`config.mk`:
```
export PLATFORM = sky130hd
export DESIGN_NAME = dps_stop
export DESIGN_NICKNAME = d
export VERILOG_FILES = /design/src/dps_pkg.sv /design/src/dps_reenable.sv /design/src/dps_stop.sv
export SDC_FILE = /design/constraint.sdc
export NUM_CORES = 1
export LEC_CHECK = 0
export BUFFER_PORTS_ARGS = -buffer_cell sky130_fd_sc_hd__buf_2
export CAP_MARGIN = 20
export CORE_AREA = 2 2 200 124
export CTS_CLUSTER_DIAMETER = 150
export DETAILED_ROUTE_END_ITERATION = 10
export DIE_AREA = 0 0 202 126
export HOLD_SLACK_MARGIN = 0.02
export PLACE_DENSITY = 0.72
export SETUP_SLACK_MARGIN = 0.3
export SLEW_MARGIN = 25
export SYNTH_ARGS = -nofsm -noshare
export SYNTH_HDL_FRONTEND = slang
export SYNTH_HIERARCHICAL = 1
export SYNTH_SLANG_ARGS = --single-unit
```
`constraint.sdc`:
```
create_clock -name pclk -period 4.25 [get_ports pclk]
set_input_delay 0.425 -clock pclk [delete_from_list [all_inputs] [get_ports pclk]]
set_output_delay 0.425 -clock pclk [all_outputs]
set_load 0.01 [all_outputs]
```
`src/dps_pkg.sv`:
```
// package: register map, field codes and constants for die protection stop
package dps_pkg;

  // =====================================================================
  // sizing
  localparam int NSENS = 8;            // sensor inputs handled
  localparam int CNT_W = 7;            // stroke counter width (holds 99)
  localparam int ANG_W = 9;            // ram angle width, 0..359 degrees

  // =====================================================================
  // limits
  localparam logic [CNT_W-1:0] MAX_STROKES = 7'd99;
  localparam logic [ANG_W-1:0] CRIT_MAX = 9'd184;
  localparam logic [ANG_W-1:0] CRIT_RESET = 9'd185;
  localparam logic [ANG_W-1:0] LOWEST_ANGLE = 9'd180;

  // =====================================================================
  // register byte offsets
  localparam logic [7:0] OFS_CTRL = 8'h00;     // mode, disable command
  localparam logic [7:0] OFS_TOOLCNT = 8'h04;  // tool-wide stroke count
  localparam logic [7:0] OFS_CRIT = 8'h08;     // critical angle
  localparam logic [7:0] OFS_STAT = 8'h0C;     // sticky events, w1c
  localparam logic [7:0] OFS_MASK = 8'h10;     // interrupt mask
  localparam logic [7:0] OFS_ENSTAT = 8'h14;   // enable state, stop outputs
  localparam logic [7:0] OFS_SENS0 = 8'h20;    // per-sensor config base

  // =====================================================================
  // field positions
  localparam int CTRL_MODE_BIT = 0;    // 1 = per-sensor re-enable
  localparam int CTRL_DIS_BIT = 1;     // write 1: disable sensors
  localparam int CTRL_CLR_BIT = 2;     // write 1: clear latched stops
  localparam int STAT_ESTOP_BIT = 0;
  localparam int STAT_TSTOP_BIT = 1;
  localparam int STAT_REEN_BIT = 2;
  localparam int STAT_CRITERR_BIT = 3;
  localparam int STAT_W = 4;
  // sensor config: [1:0] type, [3:2] stop, [10:4] stroke count
  localparam int SC_STOP_LSB = 2;
  localparam int SC_CNT_LSB = 4;

  // =====================================================================
  // encodings
  localparam logic [1:0] TYPE_UNUSED = 2'd0;
  localparam logic [1:0] TYPE_RED = 2'd1;    // fault when input opens
  localparam logic [1:0] TYPE_YELLOW = 2'd2; // fault when input closes
  localparam logic [1:0] TYPE_TIMED = 2'd3;  // must close within window
  localparam logic [1:0] STOP_EMERG = 2'd0;
  localparam logic [1:0] STOP_TOP = 2'd1;
  localparam logic [1:0] STOP_SMART = 2'd2;

endpackage

```
`src/dps_reenable.sv`:
```
// per-sensor re-enable stroke counter
`timescale 1ns/1ps
module dps_reenable
  import dps_pkg::*;
(
  // clock and reset
  input wire logic pclk,
  input wire logic presetn,
  // control
  input wire logic load,               // disable command
  input wire logic [CNT_W-1:0] count,  // strokes until re-enable
  input wire logic stroke,             // one pulse per completed stroke
  // status
  output logic enabled
);

  logic [CNT_W-1:0] remaining; // strokes still to go

  // =====================================================================
  // counter: load on disable, step down per stroke
  always_ff @(posedge pclk or negedge presetn) begin
    if (!presetn) begin
      remaining <= 7'd0;
      enabled <= 1'b1;
    end else if (load) begin
      // zero strokes means the disable lasts no stroke at all
      remaining <= count;
      enabled <= (count == 7'd0);
    end else if (stroke && !enabled) begin
      remaining <= remaining - 7'd1;
      if (remaining <= 7'd1) begin
        enabled <= 1'b1;
      end
    end
  end

endmodule

```
`src/dps_stop.sv`:
```
// die protection stop logic with apb registers
//
// Summary of operation
// - stroke counts accepted from 0 to 99
// - tool mode re-enables all after count
// - sensor mode keeps one count per sensor
// - unused sensors never request a stop
// - each sensor has one stop type
// - emergency type halts at once on fault
// - top type latches, halts at stroke top
// - smart between critical angle and lowest point gives top stop
// - smart before critical angle gives emergency
// - critical angle writes only 0..184, 185 refused; reset loads 185
// - one critical angle shared by all sensors
// - timed sensor must close inside window
`timescale 1ns/1ps
module dps_stop
  import dps_pkg::*;
(
  // apb
  input wire logic pclk,
  input wire logic presetn,
  input wire logic psel,
  input wire logic penable,
  input wire logic pwrite,
  input wire logic [7:0] paddr,
  input wire logic [31:0] pwdata,
  output logic [31:0] prdata,
  output logic pready,
  output logic pslverr,
  // press position
  input wire logic stroke_done,        // pulse, completed stroke
  input wire logic [ANG_W-1:0] ram_angle,
  // sensor pins, high = closed to ground
  input wire logic [NSENS-1:0] sensor_in,
  input wire logic [NSENS-1:0] ready_window, // timed sensor window
  // stop outputs
  output logic estop,
  output logic top_stop,
  output logic irq
);

  // =====================================================================
  // storage
  logic mode_per_input;                 // per_input_reenable_mode
  logic [CNT_W-1:0] tool_count;         // tool_wide_reenable_mode count
  logic [ANG_W-1:0] crit_angle;         // shared by all smart sensors
  logic [10:0] scfg [NSENS];            // per sensor configuration
  logic [STAT_W-1:0] stat;              // sticky events
  logic [STAT_W-1:0] mask;
  logic estop_lat;                      // emergency request latched
  logic top_pend;                       // top stop awaiting top
  logic [NSENS-1:0] s1, s2;             // sensor synchroniser
  logic [NSENS-1:0] w1, w2;             // window synchroniser
  logic [NSENS-1:0] w_d;                // window, one cycle late
  logic [NSENS-1:0] seen;               // timed sensor closed in window
  logic [NSENS-1:0] sens_en;            // per sensor enable state
  logic tool_en;
  logic [NSENS-1:0] fault;
  logic [NSENS-1:0] want_e, want_t;
  logic wr, rd, dis_cmd, clr_cmd;
  logic [STAT_W-1:0] ev;
  logic reen_ev;
  logic crit_bad;

  // =====================================================================
  // apb decode: zero wait states, unmapped reads zero with error
  assign wr = psel && penable && pwrite;
  assign rd = psel && !pwrite;
  assign pready = 1'b1;
  assign dis_cmd = wr && paddr == OFS_CTRL && pwdata[CTRL_DIS_BIT];
  assign clr_cmd = wr && paddr == OFS_CTRL && pwdata[CTRL_CLR_BIT];
  // angle 185 or beyond is refused and flagged
  assign crit_bad = wr && paddr == OFS_CRIT
    && pwdata[ANG_W-1:0] > CRIT_MAX;

  always_comb begin
    pslverr = 1'b0;
    if (psel && penable) begin
      if (!(paddr inside {OFS_CTRL, OFS_TOOLCNT, OFS_CRIT, OFS_STAT,
          OFS_MASK, OFS_ENSTAT}) &&
          !(paddr >= OFS_SENS0 && paddr < OFS_SENS0 + 8'(4 * NSENS))) begin
        pslverr = 1'b1;
      end
    end
  end

  // read data registered in the setup cycle
  always_ff @(posedge pclk or negedge presetn) begin
    if (!presetn) begin
      prdata <= 32'h0000_0000;
    end else if (rd && !penable) begin
      case (paddr)
        OFS_CTRL: prdata <= {31'h0, mode_per_input};
        OFS_TOOLCNT: prdata <= {25'h0, tool_count};
        OFS_CRIT: prdata <= {23'h0, crit_angle};
        OFS_STAT: prdata <= {28'h0, stat};
        OFS_MASK: prdata <= {28'h0, mask};
        OFS_ENSTAT: prdata <= {14'h0, estop, top_stop, tool_en,
          7'h0, sens_en};
        default: begin
          if (paddr >= OFS_SENS0 && paddr < OFS_SENS0 + 8'(4 * NSENS)) begin
            prdata <= {21'h0, scfg[3'(paddr[4:2])]};
          end else begin
            prdata <= 32'h0000_0000;
          end
        end
      endcase
    end
  end

  // =====================================================================
  // configuration writes
  always_ff @(posedge pclk or negedge presetn) begin
    if (!presetn) begin
      mode_per_input <= 1'b0;
      tool_count <= 7'd0;
      crit_angle <= CRIT_RESET;
      mask <= 4'h0;
    end else if (wr) begin
      case (paddr)
        OFS_CTRL: mode_per_input <= pwdata[CTRL_MODE_BIT];
        // counts over 99 are clipped, never stored
        OFS_TOOLCNT: tool_count <= (pwdata[6:0] > MAX_STROKES ||
          pwdata[31:7] != 25'h0) ? MAX_STROKES : pwdata[6:0];
        OFS_CRIT: begin
          if (!crit_bad) begin
            crit_angle <= pwdata[ANG_W-1:0];
          end
        end
        OFS_MASK: mask <= pwdata[STAT_W-1:0];
        default: begin
        end
      endcase
    end
  end

  // =====================================================================
  // per sensor config, one word each
  genvar gi;
  generate
    for (gi = 0; gi < NSENS; gi++) begin : g_cfg
      always_ff @(posedge pclk or negedge presetn) begin
        if (!presetn) begin
          scfg[gi] <= 11'h000;
        end else if (wr && paddr == OFS_SENS0 + 8'(4 * gi)) begin
          // a single stop type per sensor; code 3 reads as emergency
          scfg[gi][3:0] <= pwdata[3:0];
          scfg[gi][10:4] <= (pwdata[10:4] > MAX_STROKES) ?
            MAX_STROKES : pwdata[10:4];
        end
      end
      // per sensor re-enable counter
      dps_reenable u_re (
        .pclk(pclk),
        .presetn(presetn),
        .load(dis_cmd && mode_per_input),
        .count(scfg[gi][10:4]),
        .stroke(stroke_done),
        .enabled(sens_en[gi])
      );
    end
  endgenerate

  // tool-wide counter shares the same counter design
  dps_reenable u_tool (
    .pclk(pclk),
    .presetn(presetn),
    .load(dis_cmd && !mode_per_input),
    .count(tool_count),
    .stroke(stroke_done),
    .enabled(tool_en)
  );

  // =====================================================================
  // synchronisers for pin inputs
  always_ff @(posedge pclk or negedge presetn) begin
    if (!presetn) begin
      s1 <= '0;
      s2 <= '0;
      w1 <= '0;
      w2 <= '0;
      w_d <= '0;
    end else begin
      s1 <= sensor_in;
      s2 <= s1;
      w1 <= ready_window;
      w2 <= w1;
      w_d <= w2;
    end
  end

  // =====================================================================
  // fault detection per sensor
  always_ff @(posedge pclk or negedge presetn) begin
    if (!presetn) begin
      seen <= '0;
    end else begin
      for (int i = 0; i < NSENS; i++) begin
        if (w2[i] && !w_d[i]) begin
          seen[i] <= s2[i];     // window opens
        end else if (w2[i] && s2[i]) begin
          seen[i] <= 1'b1;
        end
      end
    end
  end

  always_comb begin
    for (int i = 0; i < NSENS; i++) begin
      case (scfg[i][1:0])
        TYPE_RED: fault[i] = !s2[i];
        TYPE_YELLOW: fault[i] = s2[i];
        // window closes without a closure to ground
        TYPE_TIMED: fault[i] = w_d[i] && !w2[i] && !seen[i];
        default: fault[i] = 1'b0;
      endcase
      // disabled sensors are silent until re-enabled
      if (!sens_en[i] || !tool_en) begin
        fault[i] = 1'b0;
      end
    end
  end

  // stop kind per sensor; smart split by critical angle and lowest point
  always_comb begin
    for (int i = 0; i < NSENS; i++) begin
      want_e[i] = 1'b0;
      want_t[i] = 1'b0;
      case (scfg[i][3:2])
        STOP_TOP: want_t[i] = fault[i];
        STOP_SMART: begin
          if (ram_angle > crit_angle && ram_angle < LOWEST_ANGLE) begin
            want_t[i] = fault[i];
          end else begin
            want_e[i] = fault[i];
          end
        end
        default: want_e[i] = fault[i];
      endcase
    end
  end

  // =====================================================================
  // stop latches; a new fault wins over a clear
  always_ff @(posedge pclk or negedge presetn) begin
    if (!presetn) begin
      estop_lat <= 1'b0;
      top_pend <= 1'b0;
      top_stop <= 1'b0;
    end else begin
      if (|want_e) begin
        estop_lat <= 1'b1;
      end else if (clr_cmd) begin
        estop_lat <= 1'b0;
      end
      if (|want_t) begin
        top_pend <= 1'b1;
      end else if (clr_cmd) begin
        top_pend <= 1'b0;
      end
      // top of stroke is the completed stroke pulse
      if (top_pend && stroke_done) begin
        top_stop <= 1'b1;
      end else if (clr_cmd && !(|want_t)) begin
        top_stop <= 1'b0;
      end
    end
  end

  // halt with no wait for latching
  assign estop = estop_lat || (|want_e);

  // =====================================================================
  // interrupts: sticky w1c, set wins over clear
  assign reen_ev = 1'b0 | (stroke_done && !tool_en);
  assign ev = {crit_bad, reen_ev, |want_t, |want_e};

  always_ff @(posedge pclk or negedge presetn) begin
    if (!presetn) begin
      stat <= 4'h0;
    end else if (wr && paddr == OFS_STAT) begin
      stat <= (stat & ~pwdata[STAT_W-1:0]) | ev;
    end else begin
      stat <= stat | ev;
    end
  end

  assign irq = |(stat & mask);

endmodule

```
== Word-level counts from Yosys, hierarchy flattened ==
Cells that the tools add are included.

* Bits in registers: 268
* Logic and storage cells: 438
* Input port bits: 71
* Output and inout port bits: 37

* Add/sub/neg operators: 9
* Equality and inequality tests: 53
* Bitwise logic cells: 7
* Muxes and demuxes: 124
* Reduce and logical (&&, ||, !) cells: 180
* Magnitude comparators: 17

{| class="wikitable"
|+ Operators by type and width
! kind !! number
|-
| $pmux 32 s6 || 1
|-
| $mux 7 || 20
|-
| $mux 1 || 74
|-
| $logic_and 1x1->1 || 66
|-
| $eq 8x6->1 const B || 8
|-
| $le 7x1->1 const B || 9
|-
| $logic_not 7->1 || 9
|-
| $sub 7x1->7 const B || 9
|-
| $reduce_bool 2->1 || 29
|-
| $eq 2x2->1 const B || 24
|-
| $logic_not 1->1 || 47
|-
| $bmux 11 s3 || 1
|-
| $mux 11 || 3
|-
| $eq 2x1->1 const B || 16
|-
| $pmux 1 s2 || 16
|-
| $reduce_bool 25->1 || 1
|-
| $pmux 1 s3 || 8
|-
| $reduce_and 2->1 || 12
|-
| $eq 8x4->1 const B || 2
|-
| $eq 8x5->1 const B || 2
|-
| $reduce_or 8->1 || 2
|-
| $gt 7x7->1 const B || 2
|-
| $logic_or 1x1->1 || 10
|-
| $gt 9x8->1 const B || 1
|-
| 16 further kinds || 18
|}

== Longest topological paths before layout ==
Gate-level depths: netlist of the first run.

* Word-level depth: 12
* Mapped depth: 9

== Hierarchy ==
Netlist of the first run, hierarchy kept.

{| class="wikitable"
|+ Modules (own cells, without submodules)
! module !! cells each !! area each (um^2) !! times used
|-
| dps_stop || 758 || 8,434.3 || 1
|-
| dps_reenable || 50 || 481.7 || 9
|}

== Worst setup path before layout of the first run ==
Ideal clock, no wire load.

* Path type: input to register
* Start: input port paddr[2]
* End: register g_cfg[0].u_re.enabled
* Slack: 1,390 ps
* Library setup time: 82 ps
* Data required time: 4,168 ps
* Arrival time: 2,777 ps
* Cell stages on the path: 7
* Cell sequence: buf_2 or4_1 nor3_1 and3_1 buf_2 o41ai_1 o31a_1

* Longest elaborated chain between the ends: 6
* Elaborated cells on any way between the ends: 8

{| class="wikitable"
|+ RTL lines
! element !! line !! RTL
|-
| start, declared || dps_stop.sv:26 || <nowiki>input wire logic [7:0] paddr,</nowiki>
|-
| $logic_not 8->1 * || dps_stop.sv:71 || <nowiki>assign dis_cmd = wr && paddr == OFS_CTRL && pwdata[CTRL_DIS_BIT];</nowiki>
|-
| $logic_and 1x1->1 * (2 in series) || dps_stop.sv:71 ||
|-
| $logic_and 1x1->1 * || dps_stop.sv:157 || <nowiki>.load(dis_cmd && mode_per_input),</nowiki>
|-
| $reduce_bool 2->1 (no source line) || - ||
|-
| $reduce_and 2->1 (no source line) || - ||
|-
| end signal, assigned || dps_reenable.sv:28 || <nowiki>enabled <= (count == 7'd0);</nowiki>
|-
| end, declared || dps_reenable.sv:14 || <nowiki>output logic enabled</nowiki>
|}

Every way passes the cells marked *; elsewhere a longest branch is shown, timed or not.
A chain may end at the register's enable or synchronous reset.

== Final worst setup path of the first run ==
* Start: register u_tool.enabled
* End: output port estop

* Longest elaborated chain between the ends: 7
* Elaborated cells on any way between the ends: 35

{| class="wikitable"
|+ RTL lines
! element !! line !! RTL
|-
| start, declared || dps_reenable.sv:14 ||
|-
| start signal, assigned || dps_reenable.sv:28 ||
|-
| $logic_not 1->1 * || dps_stop.sv:219 || <nowiki>if (!sens_en[i] || !tool_en) begin</nowiki>
|-
| $logic_or 1x1->1 || dps_stop.sv:219 ||
|-
| $mux 1 || dps_stop.sv:219 ||
|-
| $mux 1 || dps_stop.sv:233 || <nowiki>if (ram_angle > crit_angle && ram_angle < LOWEST_ANGLE) begin</nowiki>
|-
| $pmux 1 s2 || dps_stop.sv:230 || <nowiki>case (scfg[i][3:2])</nowiki>
|-
| $reduce_or 8->1 * || dps_stop.sv:272 || <nowiki>assign estop = estop_lat || (|want_e);</nowiki>
|-
| $logic_or 1x1->1 * || dps_stop.sv:272 ||
|-
| end, declared || dps_stop.sv:38 || <nowiki>output logic estop,</nowiki>
|}

Marked as above.

==> flow_metrics.tcl, run 1 <==
set metrics [dict create \
    status "finished, final reports clean" \
    ys_ff_latch 250 \
    finalSetupViolations 0 \
    placedCellCount 1585 \
    grt_pass1_wl_um 54140 \
    final.setup.tns_ps 0 \
    cp.required_ps 3830 \
    via_per_inst 6.121 \
    finalNetCount 1421 \
    synth_cells 1208 \
    crit_type "reg -> out" \
    worst_pin_slew_ps 886.1 \
    coreArea_um2 23620 \
    grt_max_degree 131 \
    syn_area_um2 12770 \
    internal_power_mw 4.853 \
    p_clk_share_pct 33.6 \
    dieArea_um2 25450 \
    yosys.area.top_type_share_pct 46.25 \
    grt.total_usage_pct 27.08 \
    rsz0062_at_grt "false" \
    synth_largest_area_cell "dfrtp_1" \
    dp_hpwl_um 23990 \
    cp.arrival_ps 2820 \
    synth_top_family_by_area "simple AND/OR/NAND/NOR gates" \
    end_kind "primary output" \
    io_buffers 88 \
    min_period_ps 3248 \
    antennaDiodeCount 0 \
    placementRows 44 \
    synth_mux_area_share_pct 9.788 \
    wl_um 33780 \
    synth_simple_gate_area_share_pct 18.01 \
    async_flop_share_pct 100.0 \
    synth_ff_type "dfrtp_1" \
    drv_slew 0 \
    htree_levels 1 \
    clock_latency_ps 530 \
    synthAdderAreaFrac_pct 4.213 \
    vias 10082 \
    antenna_found_initial 2 \
    dieHeight_um 126 \
    worstPathMaxFanout 14 \
    synth_cell_types 71 \
    synthXorXnorAreaFrac_pct 1.235 \
    wire_per_inst_um 20.51 \
    cts_buffer_depth 3 \
    route.detailed.drc 0 \
    min_path_type "in -> reg" \
    avgSynthCellArea_um2 10.57 \
    synth-compound-area-share_pct 13.09 \
    clkTransAtPathRegs_ps 60 \
    combPwrFrac_pct 18.6 \
    cts_resized 0 \
    ant_nets 0 \
    synth-edff-count 0 \
    dieWidth_um 202 \
    vdd_drop_max_mv 0.3112 \
    routabilityCongestion 0.9672 \
    synthTopCellsByArea "dfrtp_1 (46%), nand2_1 (5.2%), mux2_2 (4.5%), ha_1 (4.2%), mux4_2 (3.9%)" \
    post_cts_buffers 0 \
    ys_warn_count 6 \
    powerDensity_nw_per_um2 476.2 \
    skew_ps 14.57 \
    switching_share_pct 29.93 \
    cts.sinks 250 \
    start_kind "register" \
    cts-root-buf "clkbuf_16" \
    switching_power_mw 2.073 \
    drtIter0Drc 1015 \
    cts_tree "built" \
    power_frac_seq_pct 47.8 \
    drv_cap 0 \
    grt_overflow 0 \
    maxSlewHeadroom_pct 40.93 \
    area_delta_synth_final_pct 13.89 \
    yosysMostFrequentCell "dfrtp_1" \
    hold_violations 0 \
    first_pass_iters 5 \
    seq_area_frac_synth_pct 49.13 \
    grt_pass1_vias 9626 \
    fmax_ghz 0.3079 \
    cts_inserted_buffers 24 \
    post-route-period-util_pct 76.43 \
    fin_cells 1647 \
    leakage_nw 6.467 \
    netlist_top_cells_count "dfrtp_1 (236), nand2_1 (176), o21ai_0 (82), inv_1 (68), nor2_1 (59)" \
    cts_hold_buf 16 \
    start_util_pct 54.07 \
    io-pin-count 108 \
    drive_gt1_share_pct 19.40 \
]
cell families (layout without fill, tap and decap cells):
| kind of cell | after synthesis | after routing |
|---|---|---|
| simple gates | 431 | 431 |
| flops | 250 | 250 |
| compound gates | 246 | 246 |
| buf+inv | 127 | 227 |
| mux | 91 | 91 |
| fa+ha+maj | 43 | 43 |
| xor+xnor | 18 | 18 |
| other cells | 2 | 19 |
registers in the layout, summed over array words and instances, names as in the netlist:
name,count
crit_angle,9
estop_lat,1
g_cfg.u_re/enabled,8
g_cfg.u_re/remaining,56
mask,4
mode_per_input,1
prdata,14
s1,8
s2,8
scfg,88
seen,8
stat,4
tool_count,7
top_pend,1
top_stop,1
u_tool/enabled,1
u_tool/remaining,7
w1,8
w2,8
w_d,8
final cells by class:
cell class,instances,area (um^2)
sequential,250,6274
fill,1923,9074
timing repair buffer,115,753.2
clock inverter,11,162.7
inverter,68,255.2
multi-input combinational,848,6001
clock buffer,33,695.7
tap,322,402.9
final timing paths:
| check | start | endpoint | slack [ps] | depth (start not counted) |
|---|---|---|---|---|
| setup reg to reg | crit_angle[3] | prdata[17] | 1820 | 9 |
| min in group asynchronous | presetn | g_cfg[4].u_re/remaining[4] | 390 | 2 |
| setup / recovery | u_tool/enabled | estop | 1000 | 7 |
| max in group asynchronous | presetn | g_cfg[1].u_re/enabled | 3070 | 3 |
| hold reg to reg | w1[5] | w2[5] | 350 | 0 |
| hold / removal | pwdata[4] | crit_angle[4] | 170 | 3 |
metal layers:
metal,global-route usage (%),share of wire [%],vias up
li1,-,-,4586
met1,41.30,47,5030
met2,37.58,41,395
met3,7.479,9.2,69
met4,7.958,3.0,2
met5,0,0.041,-
power groups by stage:
| stage | combinational (mW) | clock [mW] | sequential (mW) |
|---|---|---|---|
| 2_1_floorplan | 0.973 | 0 | 3.14 |
| 3_3_place_gp | 1.22 | 0 | 3.31 |
| 3_5_place_dp | 1.27 | 0 | 3.32 |
| 4_1_cts | 1.29 | 2.35 | 3.29 |
| 5_1_grt | 1.46 | 2.46 | 3.38 |
| 6_report | 1.29 | 2.33 | 3.31 |
placed cells by master, fill, tap and decap left out, types with 36 or more instances in the layout:
cell and count:
dfrtp_1 236, nand2_1 176, nand3_1 36, ha_1 43, inv_1 68, or4_1 56, nor2_1 59, mux2_2 51
buf_2 87, o21ai_0 82
through the flow:
stage | worst slack (ps) | total power [mW] | area [um^2] | utilization (%) | hold WS [ps]
finish | 1002 | 6.926 | 14540 | 61.58 | 168.6
global route | 928.7 | 7.298 | 14540 | 61.58 | 168.7
CTS | 1050 | 6.933 | 14510 | 61.42 | 54.79
detailed placement | 1130 | 4.590 | 13490 | 57.11 | 334.7
global placement | 1315 | 4.525 | 13490 | 57.11 | 331.5
floorplan | 1390 | 4.117 | 12830 | - | 129.4
critical path: stages, from the launching register on:
cell      delay, ps
dfstp_2         760
nand2_1         110
a311oi_2        510
o21ai_1         160
and4_4          230
a41oi_2         230
or3_4           170
buf_2           120
Note: power is estimated with default switching activity, not from simulation.
==> inputs of run 2 (changes only) <==
ABC_AREA = 1   (was not set)
CORE_AREA = 2 2 209 129   (was 2 2 200 124)
DIE_AREA = 0 0 211 131   (was 0 0 202 126)
PLACE_DENSITY = 0.75   (was 0.72)
clock period = 2.8 ns   (was 4.25 ns; I/O delays follow)
==> run 2 against run 1 <==
Effect of this change: the run now ends with negative setup slack left; area after synthesis is 9.5% higher; clock power grew 52%; final cell count grew 35%; combinational power rose to 2.8 times the previous value; clock skew down 3.7 ps; total power grew 75%; count of clock-buffer cells in the layout rose by 1; critical path type unchanged; register-to-register slack worse by 1800 ps; hold slack lost 83 ps; largest power group unchanged.
==> flow_metrics.tcl, run 2 <==
set metrics [dict create \
    start_util_pct 54.13 \
    fin_cells 2229 \
    layout_common_cells "nand2_1 (456), dfrtp_1 (236), inv_1 (182)" \
    switching_share_pct 36.66 \
    placedCellCount 2156 \
    crit_type "reg -> out" \
    synth_cell_types 59 \
    wl_um 38180 \
    status "complete, but fails checks" \
    antenna_found_initial 0 \
    min_period_ps 2876 \
    drive_gt1_share_pct 17.80 \
    post-route-period-util_pct 102.7 \
    start_kind "register" \
    setup_ws_ps -76.41 \
    ys_ff_latch 250 \
    synth_largest_area_cell "dfrtp_1" \
    netlist_top_cells_count "nand2_1 (463), dfrtp_1 (236), inv_1 (187), nor2_1 (152), nand3_1 (106)" \
    worst_pin_slew_ps 932.2 \
    p_clk_share_pct 29.3 \
    routabilityCongestion 0.9248 \
    grt_max_degree 79 \
    synth-edff-count 0 \
    yosys.area.top_type_share_pct 42.22 \
    switching_power_mw 4.443 \
    cts_tree "built" \
    seq_area_frac_synth_pct 44.85 \
    io-pin-count 108 \
    synth_ff_type "dfrtp_1" \
    grt_pass1_vias 11220 \
    clkTransAtPathRegs_ps 70 \
    placementRows 46 \
    dieWidth_um 211 \
    finalNetCount 1991 \
    htree_levels 1 \
    route.detailed.drc 0 \
    combPwrFrac_pct 29.6 \
    vias 12344 \
    hold-worst-slack_ps 85.10 \
    cts_inserted_buffers 24 \
    power_frac_seq_pct 41.1 \
    fin_area_um2 15960 \
    failed_checks "negative setup slack" \
    ys_warn_count 6 \
    largest_reg_flops 88 \
    hold_violations 0 \
    finalSetupViolations 1 \
    antennaDiodeCount 0 \
    end_kind "primary output" \
    powerDensity_nw_per_um2 759.4 \
    cts_buffer_depth 3 \
    ant_nets 0 \
    pre_cts_ws_ps 307.4 \
    clock_latency_ps 540 \
    dieHeight_um 131 \
    grt_overflow 0 \
    vdd_drop_max_mv 0.4788 \
    cts-root-buf "clkbuf_16" \
    dp_hpwl_um 27810 \
    wire_per_inst_um 17.13 \
    rsz0062_at_grt "true" \
    placed_area_um2 14690 \
    first_pass_iters 5 \
    largest_registers "scfg: 88 flops, g_cfg.u_re/remaining: 56 flops, prdata: 14 flops" \
    worstPathMaxFanout 5 \
    dieArea_um2 27640 \
    area_delta_synth_final_pct 14.12 \
    cp.required_ps 2520 \
    yosysMostFrequentCell "nand2_1" \
    syn_area_um2 13990 \
    cts.sinks 250 \
    top_register "scfg" \
    min_path_type "in -> reg" \
    layout_commonest_cell "nand2_1" \
    leakage_nw 7.737 \
    r2r_slack_ps 10 \
    drv_slew 0 \
    fmax_ghz 0.3477 \
    skew_ps 10.91 \
    maxSlewHeadroom_pct 37.62 \
    async_flop_share_pct 100.0 \
    drtIter0Drc 1427 \
    utilization_pct 61.77 \
    avgSynthCellArea_um2 7.961 \
    coreArea_um2 25840 \
    cp.arrival_ps 2600 \
    internal_power_mw 7.678 \
    via_per_inst 5.538 \
    grt.total_usage_pct 28.13 \
    synthTopCellsByArea "dfrtp_1 (42%), nand2_1 (12%), inv_1 (5.0%), nor2_1 (4.1%), ha_1 (3.8%)" \
    synth_cells 1757 \
    drv_cap 0 \
    grt_pass1_wl_um 60760 \
    io_buffers 88 \
]
-- run 2: cell types whose count changed in the layout (fill, tap and decap cells not counted), moves of 35 or more --
cell,previous run,this run
nand2_1,176,456
nor2_1,59,149
inv_2,0,40
nand3_1,36,105
mux2_2,51,0
nor2_4,0,35
o22ai_1,2,46
o21ai_1,9,76
inv_1,68,182
or4_1,56,0
-- run 2: final cells by class --
| class | count | area (um^2) |
|---|---|---|
| repair buffers | 134 | 908.4 |
| multi-input cells | 1235 | 6610 |
| clock buffers | 34 | 739.5 |
| fillers | 2240 | 9879 |
| flip-flops and latches | 250 | 6274 |
| well taps | 336 | 420.4 |
| clock inverters | 8 | 115.1 |
| inverters | 232 | 895.9 |
-- run 2: worst paths after layout --
check                               from                    endpoint  depth (start not counted)
max                        crit_angle[4]                       estop                         14
min                            pwdata[6]               crit_angle[6]                          3
max reg2reg                crit_angle[4]                  prdata[17]                         21
min reg2reg                        w1[6]                       w2[6]                          0
max in group asynchronous        presetn                       s1[4]                          3
min in group asynchronous        presetn  g_cfg[2].u_re/remaining[0]                          2
-- run 2: per-layer routing --
layer / track usage (%) / routed length [um] / part of all wire, %
met1: 42.61 / 17740 / 46
met2: 40.62 / 15860 / 42
met3: 6.119 / 3550 / 9.3
met4: 7.829 / 1033 / 2.7
met5: 0 / 0 / 0
-- run 2: power by group through the flow --
stage | sequential (mW) | clock (mW) | combinational, mW
2_1_floorplan | 4.79 | 0 | 2.68
3_3_place_gp | 5.00 | 0 | 3.39
5_1_grt | 5.05 | 3.75 | 4.09
3_5_place_dp | 5.02 | 0 | 3.48
4_1_cts | 4.97 | 3.60 | 3.54
6_report | 4.99 | 3.55 | 3.58
-- run 2: metrics by stage --
stage	TNS (ps)	power, mW
2_1_floorplan	0	7.477
3_3_place_gp	0	8.389
3_5_place_dp	0	8.500
4_1_cts	-17.77	12.11
5_1_grt	-282.3	12.89
6_report	-76.41	12.12
-- run 2: cell families after synthesis --
logic type | share of synthesized area (%)
AOI/OAI and AO/OA | 13.39
adders and majority gates | 3.847
buffers and inverters | 9.240
DFF | 44.85
other | 0.05369
and+or+nand+nor | 28.62
-- run 2: critical path, stage by stage, from the launching register on --
cell,delay [ps]
dfstp_2,540
inv_2,50
ha_4,260
nand2_2,70
nor2_4,110
nand3b_1,150
nand3_4,170
nand2_4,90
nand2_1,70
nand2_1,50
nand2_1,70
nand2_1,60
nor2_2,130
nand3_2,110
buf_6,140
-- run 2: repair_timing --
item / in CTS / in global routing
pin swaps: 13 / 10
setup endpoints to repair: 1 / 2
buffers inserted: 9 / 1
hold endpoints to repair: 90 / 0
hold buffers: 20 / 0
cloned: 1 / 0
resized for setup: 21 / 10
==> inputs of run 3 (changes only) <==
PLACE_DENSITY = not set   (was 0.75)
PLACE_DENSITY_LB_ADDON = 0.25   (was not set)
==> run 3 against run 2 <==
Effect of this change: the run still ends with negative setup slack left; cell area fell by 0.37%; maximum frequency fell by 0.39%; combinational power fell by 2%; critical path depth did not move; hold slack got worse by 39 ps; sequential share of layout area rose by 0.15 points; core utilization fell by 0.23 points; final cell count fell by 0.31%; count of clock-buffer cells in the layout rose by 3.
==> flow_metrics.tcl, run 3 (synthesis results as in run 2) <==
set metrics [dict create \
    largest_reg_flops 88 \
    start_util_pct 54.13 \
    status "complete, but fails checks" \
    wl_um 37960 \
    internal_power_mw 7.722 \
    clkTransAtPathRegs_ps 70 \
    io-pin-count 108 \
    drive_gt1_share_pct 17.25 \
    skew_ps 19.90 \
    dieWidth_um 211 \
    layout_commonest_cell "nand2_1" \
    utilization_pct 61.54 \
    failed_checks "negative setup slack" \
    start_kind "register" \
    grt_max_degree 75 \
    clock_latency_ps 540 \
    cts_tree "built" \
    setup_ws_ps -87.76 \
    drtIter0Drc 1181 \
    drv_slew 0 \
    cp_num_buf_inv 2 \
    finalNetCount 1981 \
    route.detailed.drc 0 \
    io_buffers 88 \
    min_path_type "in -> reg" \
    wire_per_inst_um 17.08 \
    leakage_nw 7.692 \
    first_pass_iters 6 \
    slowest_stage "dfstp_2" \
    placementRows 46 \
    cpMostUsedCell "nand2_1" \
    grt_pass1_wl_um 60770 \
    dieArea_um2 27640 \
    post-route-period-util_pct 103.1 \
    power_frac_seq_pct 41.1 \
    cp.arrival_ps 2610 \
    finalSetupViolations 1 \
    largest_registers "scfg: 88 flops, g_cfg.u_re/remaining: 56 flops, prdata: 14 flops" \
    layout_common_cells "nand2_1 (455), dfrtp_1 (236), inv_1 (183)" \
    grt.total_usage_pct 28.14 \
    hold-worst-slack_ps 46.36 \
    routabilityCongestion 0.9803 \
    switching_share_pct 36.34 \
    cts-root-buf "clkbuf_16" \
    worst_pin_slew_ps 861.2 \
    drv_cap 0 \
    cp.required_ps 2520 \
    combPwrFrac_pct 29.0 \
    hold_violations 0 \
    crit_family "simple AND/OR/NAND/NOR gates" \
    vdd_drop_max_mv 0.5994 \
    grt_overflow 0 \
    top_register "scfg" \
    rsz0062_at_grt "true" \
    via_per_inst 5.548 \
    pre_cts_ws_ps 383.2 \
    grt_pass1_vias 11331 \
    vias 12328 \
    dp_hpwl_um 27590 \
    min_period_ps 2888 \
    p_clk_share_pct 30.0 \
    maxSlewHeadroom_pct 42.45 \
    end_kind "primary output" \
    cts_inserted_buffers 25 \
    ant_nets 0 \
    switching_power_mw 4.408 \
    coreArea_um2 25840 \
    crit_type "reg -> out" \
    area_delta_synth_final_pct 13.70 \
    placed_area_um2 14680 \
    power_mw 12.13 \
    fmax_ghz 0.3463 \
    dieHeight_um 131 \
    cts.sinks 250 \
    worstPathMaxFanout 5 \
    htree_levels 1 \
    slowest_delay_ps 550 \
    r2r_slack_ps 560 \
    powerDensity_nw_per_um2 762.7 \
    fin_area_um2 15900 \
    antenna_found_initial 2 \
    cts_buffer_depth 3 \
    cp_cell_sequence "inv_2 -> ha_4 -> nand2_4 -> nor2_4 -> nand3b_1 -> nand3_4 -> nand2_4 -> nand2_2 -> nand2_1 -> nand2_1 -> nand2_1 -> nor2_1 -> nand3_1 -> buf_2" \
]
## run 3: cell types whose count changed in the layout (fill, tap and decap cells not counted), sizes merged, moves of 2 or more
cell | before | now
clkinv | 5 | 1
inv | 232 | 234
buf | 114 | 104
diode | 0 | 2
clkbuf | 34 | 37
## run 3: final timing paths
kind	from	to	depth (start not counted)
hold reg to reg	s1[1]	s2[1]	0
min in group asynchronous	presetn	g_cfg[3].u_re/remaining[2]	2
max in group asynchronous	presetn	g_cfg[0].u_re/enabled	3
setup / recovery	crit_angle[4]	estop	14
hold / removal	pwdata[5]	crit_angle[5]	3
setup reg to reg	crit_angle[5]	top_stop	16
## run 3: cell type report
type                       instances  area (um^2)
tap                              336        420.4
timing repair buffer             123        810.8
multi-input combinational       1235         6615
inverter                         232        895.9
antenna                            2        5.005
clock inverter                     7        122.6
fill                            2212         9938
clock buffer                      37        760.7
sequential                       250         6274
## run 3: power by group through the flow
stage               combinational [mW]  sequential (mW)  clock (mW)
floorplan                         2.68             4.79           0
global placement                  3.36             5.00           0
detailed placement                3.44             5.02           0
CTS                               3.49             4.97        3.68
global route                      4.03             5.07        3.83
finish                            3.51             4.98        3.64
## run 3: worst min-delay path, cell delays in order
cell and delay (ps):
buf_2 120, inv_1 100, o21ai_2 70
## run 3: through the flow
stage / instances / setup TNS, ps
final: 2222 / -87.76
after CTS: 2220 / -23.40
after global routing: 2222 / -185.5
after floorplan: 1774 / 0
after global placement: 2153 / 0
after detailed placement: 2153 / 0
## run 3: repair_timing
action,4_1_cts,5_1_grt
hold endpoints to repair,55,0
resized for setup,19,6
pin swaps,9,8
gates cloned,1,0
endpoints found under the setup margin,1,1
hold buffers,19,0
buffers inserted,3,0
## run 3: routing by layer
layer	routed length, um	track usage [%]	up-vias
li1	-	-	5924
met1	17930	42.11	5876
met2	15840	40.38	439
met3	3184	6.501	89
met4	1011	8.948	0
met5	0	0	-
